### config.mk
export PLATFORM = sky130hd
export DESIGN_NAME = subtract_swap_dirload_exec
export DESIGN_NICKNAME = d
export VERILOG_FILES = /design/src/shared/exec_pkg.sv /design/src/subtract_swap_dirload_exec.sv /design/src/sub_swap_alu.sv
export SDC_FILE = /design/constraint.sdc
export NUM_CORES = 2
export LEC_CHECK = 0
export ABC_AREA = 1
export BUFFER_PORTS_ARGS = -buffer_cell sky130_fd_sc_hd__buf_2
export CAP_MARGIN = 15
export CELL_PAD_IN_SITES_DETAIL_PLACEMENT = 0
export CELL_PAD_IN_SITES_GLOBAL_PLACEMENT = 1
export CORE_MARGIN = 3
export CORE_UTILIZATION = 54
export DETAILED_ROUTE_END_ITERATION = 8
export PLACE_DENSITY = 0.86
export SLEW_MARGIN = 30
export SYNTH_ARGS = -nofsm -noshare
export SYNTH_HDL_FRONTEND = slang
export SYNTH_SLANG_ARGS = --single-unit
### constraint.sdc
create_clock -name I_CLK_SYS -period 12.3 [get_ports I_CLK_SYS]
set_input_delay 0.615 -clock I_CLK_SYS [delete_from_list [all_inputs] [get_ports I_CLK_SYS]]
set_output_delay 0.615 -clock I_CLK_SYS [all_outputs]
set_load 0.02 [all_outputs]
### src/shared/exec_pkg.sv
package exec_pkg;

	// instruction word layout
	localparam int INSTR_W     = 14;
	localparam int OPC_HI      = 13;
	localparam int OPC_LO      = 8;
	localparam int DEST_BIT    = 7;
	localparam int FADDR_HI    = 6;
	localparam int DIRSEL_HI   = 2;
	localparam int DIRPAT_LO   = 3;
	localparam logic [5:0]  OPC_SUB_ACCUM  = 6'h02;
	localparam logic [5:0]  OPC_NIB_EXCH   = 6'h0E;
	localparam logic [10:0] DIRLOAD_PAT    = 11'h00C;
	localparam logic [2:0]  DIRSEL_A       = 3'h5;
	localparam logic [2:0]  DIRSEL_B       = 3'h6;
	localparam logic        DEST_ACCUM     = 1'b0;

	// register port map
	localparam logic [7:0] FILE_LAST_ADDR  = 8'h7F;
	localparam logic [7:0] ADDR_ACCUM      = 8'h80;
	localparam logic [7:0] ADDR_STATUS     = 8'h81;
	localparam logic [7:0] ADDR_DIR_A      = 8'h85;
	localparam logic [7:0] ADDR_DIR_B      = 8'h86;

	// status field positions and reset values
	localparam int STAT_ZERO   = 0;
	localparam int STAT_NIBBLE = 1;
	localparam int STAT_BORROW = 2;
	localparam logic [7:0] ACCUM_RST  = 8'h00;
	localparam logic [2:0] STATUS_RST = 3'h0;
	localparam logic [7:0] DIR_RST    = 8'hFF;
	localparam int FILE_DEPTH  = 128;

	typedef enum logic [1:0]
	{
		OP_SUB_ACCUM = 2'b01,
		OP_NIB_EXCH  = 2'b11,
		OP_NONE      = 2'b00
	} alu_op_t;

	typedef struct packed
	{
		logic [7:0] result;
		logic       borrow_flag;
		logic       nibble_borrow_flag;
		logic       zero_flag;
		logic       flags_update;
	} alu_out_t;

endpackage

### src/subtract_swap_dirload_exec.sv
// Implementation choices: the register addresses and the plain strobed port.
`timescale 1ns/10ps
`default_nettype none

module subtract_swap_dirload_exec
(
	// clock and reset
	input  wire logic                       I_CLK_SYS,
	input  wire logic                       I_SYS_RST,
	// instruction stream
	input  wire logic                       I_INSTR_VALID,
	input  wire logic [exec_pkg::INSTR_W-1:0] I_INSTR,
	// register port
	input  wire logic [7:0]                 I_ADDR,
	input  wire logic [7:0]                 I_WDATA,
	input  wire logic                       I_WR,
	input  wire logic                       I_RD,
	output logic      [7:0]                 O_RDATA,
	// core state
	output logic      [7:0]                 O_ACCUM,
	output logic      [2:0]                 O_STATUS,
	output logic      [7:0]                 O_DIR_A,
	output logic      [7:0]                 O_DIR_B,
	output logic                            O_DONE,
	output logic                            O_IGNORED
);

	logic [7:0]          file_q [0:exec_pkg::FILE_DEPTH-1];
	logic [7:0]          accum_q;
	logic [2:0]          status_q;
	logic [7:0]          dir_a_q;
	logic [7:0]          dir_b_q;
	logic [7:0]          rdata_q;
	logic                done_q;
	logic                ignored_q;
	logic                is_sub;
	logic                is_exch;
	logic                is_dir;
	logic                dest_file;
	logic [6:0]          faddr;
	logic [2:0]          dirsel;
	logic [7:0]          f_val;
	exec_pkg::alu_out_t  alu_res;
	logic                bus_file_wr;

	////////////////////////////////////////////////////////////////////////////////
	// decode

	always_comb
	begin
		faddr     = I_INSTR[exec_pkg::FADDR_HI:0];
		dest_file = (I_INSTR[exec_pkg::DEST_BIT] != exec_pkg::DEST_ACCUM);
		dirsel    = I_INSTR[exec_pkg::DIRSEL_HI:0];
		is_sub    = I_INSTR_VALID
			&& (I_INSTR[exec_pkg::OPC_HI:exec_pkg::OPC_LO] == exec_pkg::OPC_SUB_ACCUM);
		is_exch   = I_INSTR_VALID
			&& (I_INSTR[exec_pkg::OPC_HI:exec_pkg::OPC_LO] == exec_pkg::OPC_NIB_EXCH);
		is_dir    = I_INSTR_VALID
			&& (I_INSTR[exec_pkg::OPC_HI:exec_pkg::DIRPAT_LO] == exec_pkg::DIRLOAD_PAT)
			&& ((dirsel == exec_pkg::DIRSEL_A) || (dirsel == exec_pkg::DIRSEL_B));
		f_val       = file_q[faddr];
		bus_file_wr = I_WR && (I_ADDR <= exec_pkg::FILE_LAST_ADDR);
	end

	sub_swap_alu u_alu
	(
		.i_op_sel    (is_exch),
		.i_file_val  (f_val),
		.i_accum_val (accum_q),
		.o_res       (alu_res)
	);

	////////////////////////////////////////////////////////////////////////////////
	// file registers, instruction write wins over port write

	always_ff @(posedge I_CLK_SYS)
	begin
		if ((is_sub || is_exch) && dest_file)
			file_q[faddr] <= alu_res.result;
		else if (bus_file_wr)
			file_q[I_ADDR[6:0]] <= I_WDATA;
	end

	////////////////////////////////////////////////////////////////////////////////
	// accumulator

	always_ff @(posedge I_CLK_SYS or posedge I_SYS_RST)
	begin
		if (I_SYS_RST)
			accum_q <= exec_pkg::ACCUM_RST;
		else if ((is_sub || is_exch) && !dest_file)
			accum_q <= alu_res.result;
		else if (I_WR && I_ADDR == exec_pkg::ADDR_ACCUM)
			accum_q <= I_WDATA;
	end

	////////////////////////////////////////////////////////////////////////////////
	// status flags

	always_ff @(posedge I_CLK_SYS or posedge I_SYS_RST)
	begin
		if (I_SYS_RST)
			status_q <= exec_pkg::STATUS_RST;
		else if (is_sub && alu_res.flags_update)
		begin
			status_q[exec_pkg::STAT_BORROW] <= alu_res.borrow_flag;
			status_q[exec_pkg::STAT_NIBBLE] <= alu_res.nibble_borrow_flag;
			status_q[exec_pkg::STAT_ZERO]   <= alu_res.zero_flag;
		end
		else if (I_WR && I_ADDR == exec_pkg::ADDR_STATUS && !is_exch && !is_dir)
			status_q <= I_WDATA[2:0];
	end

	////////////////////////////////////////////////////////////////////////////////
	// direction registers

	always_ff @(posedge I_CLK_SYS or posedge I_SYS_RST)
	begin
		if (I_SYS_RST)
		begin
			dir_a_q <= exec_pkg::DIR_RST;
			dir_b_q <= exec_pkg::DIR_RST;
		end
		else
		begin
			if (is_dir && dirsel == exec_pkg::DIRSEL_A)
				dir_a_q <= accum_q;
			else if (I_WR && I_ADDR == exec_pkg::ADDR_DIR_A)
				dir_a_q <= I_WDATA;
			if (is_dir && dirsel == exec_pkg::DIRSEL_B)
				dir_b_q <= accum_q;
			else if (I_WR && I_ADDR == exec_pkg::ADDR_DIR_B)
				dir_b_q <= I_WDATA;
		end
	end

	////////////////////////////////////////////////////////////////////////////////
	// completion and read port

	always_ff @(posedge I_CLK_SYS or posedge I_SYS_RST)
	begin
		if (I_SYS_RST)
		begin
			done_q    <= 1'b0;
			ignored_q <= 1'b0;
		end
		else
		begin
			done_q    <= is_sub || is_exch || is_dir;
			ignored_q <= I_INSTR_VALID && !(is_sub || is_exch || is_dir);
		end
	end

	always_ff @(posedge I_CLK_SYS or posedge I_SYS_RST)
	begin
		if (I_SYS_RST)
			rdata_q <= 8'h00;
		else if (I_RD)
		begin
			if (I_ADDR <= exec_pkg::FILE_LAST_ADDR)
				rdata_q <= file_q[I_ADDR[6:0]];
			else if (I_ADDR == exec_pkg::ADDR_ACCUM)
				rdata_q <= accum_q;
			else if (I_ADDR == exec_pkg::ADDR_STATUS)
				rdata_q <= {5'h00, status_q};
			else if (I_ADDR == exec_pkg::ADDR_DIR_A)
				rdata_q <= dir_a_q;
			else if (I_ADDR == exec_pkg::ADDR_DIR_B)
				rdata_q <= dir_b_q;
			else
				rdata_q <= 8'h00;
		end
		else
			rdata_q <= 8'h00;
	end

	always_comb
	begin
		O_RDATA   = rdata_q;
		O_ACCUM   = accum_q;
		O_STATUS  = status_q;
		O_DIR_A   = dir_a_q;
		O_DIR_B   = dir_b_q;
		O_DONE    = done_q;
		O_IGNORED = ignored_q;
	end

	////////////////////////////////////////////////////////////////////////////////
	// checks

	sub_accum_value_a: assert property (@(posedge I_CLK_SYS) disable iff (I_SYS_RST)
		is_sub && !dest_file |=> accum_q == 8'($past(f_val) - $past(accum_q)))
		else $error("subtract result wrong");

	sub_file_dest_a: assert property (@(posedge I_CLK_SYS) disable iff (I_SYS_RST)
		(is_sub || is_exch) && dest_file && !(I_WR && I_ADDR == exec_pkg::ADDR_ACCUM)
			|=> accum_q == $past(accum_q))
		else $error("accumulator changed with file destination");

	borrow_flag_a: assert property (@(posedge I_CLK_SYS) disable iff (I_SYS_RST)
		is_sub |=> status_q[exec_pkg::STAT_BORROW] == ($past(f_val) >= $past(accum_q))
			&& status_q[exec_pkg::STAT_ZERO] == ($past(f_val) == $past(accum_q)))
		else $error("borrow or zero flag wrong");

	nibble_flag_a: assert property (@(posedge I_CLK_SYS) disable iff (I_SYS_RST)
		is_sub |=> status_q[exec_pkg::STAT_NIBBLE]
			== ($past(f_val[3:0]) >= $past(accum_q[3:0])))
		else $error("nibble borrow flag wrong");

	exch_value_a: assert property (@(posedge I_CLK_SYS) disable iff (I_SYS_RST)
		is_exch && !dest_file |=> accum_q == {$past(f_val[3:0]), $past(f_val[7:4])}
			&& $stable(status_q))
		else $error("nibble exchange wrong");

	dir_load_a: assert property (@(posedge I_CLK_SYS) disable iff (I_SYS_RST)
		is_dir && dirsel == exec_pkg::DIRSEL_B |=> dir_b_q == $past(accum_q)
			&& $stable(status_q))
		else $error("direction load wrong");

	dir_a_load_a: assert property (@(posedge I_CLK_SYS) disable iff (I_SYS_RST)
		is_dir && dirsel == exec_pkg::DIRSEL_A |=> dir_a_q == $past(accum_q)
			&& $stable(status_q))
		else $error("direction load to first register wrong");

	single_cycle_a: assert property (@(posedge I_CLK_SYS) disable iff (I_SYS_RST)
		(is_sub || is_exch || is_dir) |=> O_DONE ##1 (!O_DONE || $past(I_INSTR_VALID)))
		else $error("completion pulse wrong");

	cover_sub_negative_c: cover property (@(posedge I_CLK_SYS) disable iff (I_SYS_RST)
		is_sub && f_val < accum_q);
	cover_exch_file_c: cover property (@(posedge I_CLK_SYS) disable iff (I_SYS_RST)
		is_exch && dest_file);
	cover_dir_a_c: cover property (@(posedge I_CLK_SYS) disable iff (I_SYS_RST)
		is_dir && dirsel == exec_pkg::DIRSEL_A);

endmodule
`default_nettype wire

### src/sub_swap_alu.sv
`timescale 1ns/10ps
`default_nettype none

module sub_swap_alu
(
	// operands
	input  wire logic               i_op_sel,
	input  wire logic [7:0]         i_file_val,
	input  wire logic [7:0]         i_accum_val,
	// result
	output exec_pkg::alu_out_t      o_res
);

	logic [8:0] full_sum;
	logic [4:0] low_sum;

	// file minus accumulator, carry out means no borrow
	always_comb
	begin
		full_sum = {1'b0, i_file_val} + {1'b0, ~i_accum_val} + 9'h001;
		low_sum  = {1'b0, i_file_val[3:0]} + {1'b0, ~i_accum_val[3:0]} + 5'h01;
		o_res    = '0;
		if (i_op_sel == 1'b0)
		begin
			o_res.result             = full_sum[7:0];
			o_res.borrow_flag        = full_sum[8];
			o_res.nibble_borrow_flag = low_sum[4];
			o_res.zero_flag          = (full_sum[7:0] == 8'h00);
			o_res.flags_update       = 1'b1;
		end
		else
		begin
			o_res.result       = {i_file_val[3:0], i_file_val[7:4]};
			o_res.flags_update = 1'b0;
		end
	end

endmodule
`default_nettype wire

======== After elaboration in Yosys (flattened, before gate mapping) ========
Memory sizes are Yosys's and may differ from the RTL's.
Cells that the tools add are included.
operators by class
  add/subtract/negate cells ............... 4
  $mul .................................... 0
  divide/modulo/power cells ............... 0
  $lt $le $gt $ge ......................... 1
  eq/ne operators ......................... 9
  shift-type cells ........................ 0
  multiplexer cells ....................... 25
  bitwise operators ....................... 2
  reductions and logical operators ........ 30
operators by type and width
  operator                                                         number
  2-to-1 mux 8 bit                                                 14
  == test 8 bit (second input constant)                            4
  logical AND 1 bit                                                17
  == test 11 x 4 -> 1 bit (second input constant)                  1
  adder 8 x 8 -> 9 bit                                             1
  adder 9 x 1 -> 9 bit (second input constant)                     1
  2-to-1 mux 3 bit                                                 3
  less-or-equal comparator 8 x 7 -> 1 bit (second input constant)  1
  logical NOT 8 bit                                                1
  NOT 8 bit                                                        1
  nonzero test 2 bit                                               4
  OR reduction 8 bit                                               1
  2-to-1 mux 1 bit                                                 7
  2-to-1 mux 7 bit                                                 1
  == test 3 bit (second input constant)                            2
  == test 6 x 2 -> 1 bit (second input constant)                   1
  == test 6 x 4 -> 1 bit (second input constant)                   1
  adder 4 x 4 -> 5 bit                                             1
  adder 5 x 1 -> 5 bit (second input constant)                     1
  logical NOT 1 bit                                                4
  NOT 4 bit                                                        1
  logical OR 1 bit                                                 3
word-level totals
  bits in registers ....................... 37
  bits in latches ......................... 0
  RAM bits ................................ 1024
  bits in read-only memories .............. 0
  word-level logic and storage cells ...... 79
  memories ................................ 1
memories
  name    words  width  rd ports  clocked after Yosys merged registers in  wr ports  RTL line                          text
  file_q  128    8      2         0                                        1         subtract_swap_dirload_exec.sv:28  logic [7:0] file_q [0:exec_pkg::FILE_DEPTH-1];

======== Logic depth before layout (Yosys ltp) ========
  depth in word-level cells ............... 8
  depth in mapped cells ................... 26
  mapped depth without buffers ............ 24

======== Modules after synthesis ========
From an unflattened synthesis, not the netlist that was laid out.
second synthesis, totals
  cell total of the unflattened synthesis .. 5864
  area total of the unflattened synthesis .. 53068.4 µm²
by module, submodules not included
  module                      times used  cells an instance  area an instance (µm²)  seq. area each (µm²)
  subtract_swap_dirload_exec  1           5759               52516.6                 31695.4
  sub_swap_alu                1           105                551.8                   0.0

======== Least setup slack after synthesis ========
Ideal clock, no wire load.
  path kind ............................... input to register
  start ................................... input port I_INSTR[1] in the netlist's numbering
  end ..................................... memory file_q[0][0], data pin
  setup time .............................. 1197 ps
  arrival ................................. 7347 ps
  required time ........................... 11103 ps
  setup slack ............................. 3757 ps
  stages .................................. 18
  path buffers ............................ 3
  cell sequence ........................... buf_2 > inv_1 > clkbuf_1 > clkbuf_1 > nand3_1 > nand3_1 > nand2_1 > nand2_1 > nand2_1 > nor2_1 > nand2_1 > nand3_1 > nand2_1 > inv_1 > ha_1 > nand2_1 > nand2_1 > o21ai_0
between the ends
  longest elaborated chain between the ends .. 5
RTL lines
  element                         RTL line                          text
  start, declared                 subtract_swap_dirload_exec.sv:12  input wire logic [exec_pkg::INSTR_W-1:0] I_INSTR,
  memory read (128 x 8 bit) (*)   -
  adder 8 x 8 -> 9 bit            sub_swap_alu.sv:20                full_sum = {1'b0, i_file_val} + {1'b0, ~i_accum_val} + 9'h001;
  adder 9 x 1 -> 9 bit            sub_swap_alu.sv:20
  2-to-1 mux 8 bit (*)            sub_swap_alu.sv:23                if (i_op_sel == 1'b0)
  2-to-1 mux 8 bit (no line) (*)  -
  end, declared                   subtract_swap_dirload_exec.sv:28
Every way passes the cells marked *; elsewhere a longest branch is shown, timed or not.

======== Final worst setup path ========
  start ................................... input port I_INSTR[0] in the netlist's numbering
  end ..................................... memory file_q[61][7], data pin
Same word-level chain as after synthesis.

==> results_dict.tcl <==
set metrics [dict create \
    globalRoute.totalOverflow 0 \
    worst_pin_slew_ns 1.08 \
    switching_share_pct 28.1 \
    crit_path_cell_trace "buf_8, buf_4, buf_4, nand2_1, nand3_1, nand3_1, nand3_1, nand2_1, nor2_1, nand2_1, nand3_1, and2_1, ha_1, nand2_1, inv_1, nand4_1, o211ai_1, xor2_1, nand2_1, a31oi_4, buf_4, buf_4" \
    m1WireLength_um 69900 \
    slowest_delay_ns 0.81 \
    cts_tree "done" \
    row_count 113 \
    tns_ns 0 \
    stdcell_area_um2 57300 \
    placed_cell_area_um2 53600 \
    powerDensity_nw_per_um2 163 \
    area_growth_pct 9.75 \
    clock_path_buffers 3 \
    finalSetupViolCount 0 \
    vias 44600 \
    top_layer_used "met5" \
    cts.sinks 1061 \
    ys_seq_area_share_pct 60.7 \
    finish.utilization_pct 60.0 \
    syn_area_um2 52200 \
    design.portCount 72 \
    multi_input_area_um2 18700 \
    port_buffers 71 \
    wl_per_cell_um 27.5 \
    seq_power_share_pct 48.3 \
    fmax_mhz 153 \
    nNetsFinal 5527 \
    fin_crit_ns 6.52 \
    syn_inst 5600 \
    dp_hpwl_um 111000 \
    cts_resized 0 \
    ctsHoldBuffers 0 \
    cp_num_buf_inv 6 \
    syn_avg_cell_area_um2 9.32 \
    start_kind "input port" \
    async_flop_share_pct 3.49 \
    worstReg2RegStart "file_q[99][1]$_DFFE_PP_" \
    cts-root-buf "clkbuf_16" \
    finalHoldViolCount 0 \
    cts_buffers 111 \
    drive_gt1_share_pct 8.64 \
    routabilityCongestion 0.972 \
    power_mw 9.32 \
    worstReg2RegEnd "file_q[121][1]$_DFFE_PP_" \
    critPathRequiredTime_ns 12.66 \
    grt_start_max_net_pins 183 \
    avgViaCountPerCell 6.51 \
    dieArea_um2 100000 \
    crit_slowest_cell "buf_4" \
    power_frac_comb_pct 15.4 \
    path_class "in -> reg" \
    leakage_nw 20.7 \
    drtIter0Drc 6816 \
    ys_ff_latch 1061 \
    p_int_mw 6.69 \
    cp_data_arrival_time_ns 6.88 \
    antenna_found_initial 4 \
    dr.pass1.iters 7 \
    grt_pass1_vias 40400 \
    end_kind "flip-flop" \
    core_um2 95400 \
    grt_pass1_wl_um 271000 \
    post_cts_buffers 0 \
    drtAntennaViolNets 0 \
    rsz0062_at_grt "false" \
    die_y_um 317 \
    clk_pin_slew_worst_paths_ns 0.06 \
    start_util_pct 54.7 \
    status "completed" \
    r2r_slack_ns 7.31 \
    cp_max_fo 108 \
    p_sw_mw 2.62 \
    crit_family "buffers and inverters" \
    drt_wl_total_um 189000 \
    htree_levels 3 \
    synth_fp_nets 5644 \
    cpMostUsedCell "nand2_1" \
    drc_errors 0 \
    ys.flop_type "edfxtp_1" \
    regArea_um2 31700 \
    reg2reg_depth 15 \
    fin_worst_skew_ns 0.0315 \
    synth_edf_count 1024 \
    grt_usage_pct 36.9 \
    synth.yosys.warnings 0 \
    maxCapViolCount 0 \
    vdd_drop_max_uv 124 \
    period_share_pct 53.0 \
    die_x_um 317 \
    p_clk_share_pct 36.3 \
    clock_latency_ns 0.71 \
    drv_slew 0 \
    met3_length_um 26300 \
    max-slew-margin-rel_pct 27.5 \
    synthDistinctLibCells 53 \
    hold_class "in -> async" \
    wl_met2_um 81900 \
    hold_slack_ns 0.0336 \
    fillers 7897 \
]
worst max-delay path by stage:
| stage | to | cells past startpoint | slack (ns) | startpoint |
|---|---|---|---|---|
| after floorplan | file_q[0][0]$_DFFE_PP_ | 18 | 3.76 | I_INSTR[1] |
| after global placement | file_q[54][5]$_DFFE_PP_ | 23 | 5.44 | I_INSTR[0] |
| after detailed placement | file_q[54][5]$_DFFE_PP_ | 23 | 5.40 | I_INSTR[0] |
| after CTS | file_q[120][5]$_DFFE_PP_ | 23 | 6.10 | I_INSTR[0] |
| after global routing | file_q[61][7]$_DFFE_PP_ | 22 | 5.54 | I_INSTR[0] |
| final | file_q[61][7]$_DFFE_PP_ | 22 | 5.78 | I_INSTR[0] |
final cells by class:
type	count	share of cell area, %
tap	1265	2.76
antenna	5	0.0218
inverter	158	1.08
clock inverter	69	1.04
timing repair buffer	156	1.87
clock buffer	138	5.32
sequential	1061	55.3
multi-input combinational	3995	32.6
sequential cells by signal, summed over array words and instances, names as in the netlist:
name       count
O_ACCUM        8
O_DIR_A        8
O_DIR_B        8
O_DONE         1
O_IGNORED      1
O_RDATA        8
O_STATUS       3
file_q      1024
worst register-to-register path, delay by kind of cell (launching register included):
family,cells,cell delay (ns)
adders and majority gates,1,0.53
and+or+nand+nor,9,1.31
DFF,1,0.38
AOI/OAI and AO/OA,3,1.13
buffers and inverters,2,1.24
synthesized netlist by cell type, drive strengths merged, types with 21 or more instances:
master / n / area share [%]
a21oi: 139 / 1.3
a22oi: 128 / 1.8
buf: 120 / 1.1
clkbuf: 266 / 1.9
dfrtp: 21 / 1.0
edfxtp: 1024 / 59
inv: 150 / 1.1
nand2: 1878 / 14
nand3: 794 / 7.6
nand4: 156 / 1.9
nor2: 412 / 3.1
o211ai: 83 / 1.2
o21ai: 279 / 2.8
o22ai: 44 / 0.53
cells in the final DEF, fill, tap and decap left out, drive strengths merged, types with 57 or more instances in the layout:
master	count
a21oi	139
a22oi	128
buf	156
clkbuf	138
clkinv	57
edfxtp	1024
inv	153
nand2	1878
nand3	794
nand4	156
nor2	412
o211ai	83
o21ai	279
stage by stage:
| step | instances | setup WS (ns) |
|---|---|---|
| 4_1_cts | 6842 | 6.10 |
| 5_1_grt | 6842 | 5.54 |
| 3_5_place_dp | 6635 | 5.40 |
| 3_3_place_gp | 6634 | 5.44 |
| 6_report | 6847 | 5.78 |
| 2_1_floorplan | 5600 | 3.76 |
cells by family (layout without fill, tap and decap cells):
| logic type | Yosys count | in the layout | synth area share (%) |
|---|---|---|---|
| compound gates | 709 | 709 | 8.20 |
| xor+xnor | 6 | 6 | 0.101 |
| fa+ha+maj | 9 | 9 | 0.230 |
| buf+inv | 544 | 521 | 4.13 |
| flops | 1061 | 1061 | 60.7 |
| mux | 1 | 1 | 0.0216 |
| other cells | 0 | 5 | 0 |
| simple gates | 3270 | 3270 | 26.6 |
power by group through the flow:
stage          Sequential [mW]  Clock, mW  Combinational [mW]
5_1_grt                   4.50       3.54                1.52
3_3_place_gp              4.57          0                1.36
2_1_floorplan             4.69          0               0.745
3_5_place_dp              4.57          0                1.39
4_1_cts                   4.50       3.38                1.39
6_report                  4.50       3.38                1.44
metal layers:
metal,vias up,track usage (%)
met5,-,0
li1,19400,-
met1,21200,51.6
met2,3398,54.9
met4,4,18.4
met3,581,7.70
Note: power is estimated with default switching activity, not from simulation.
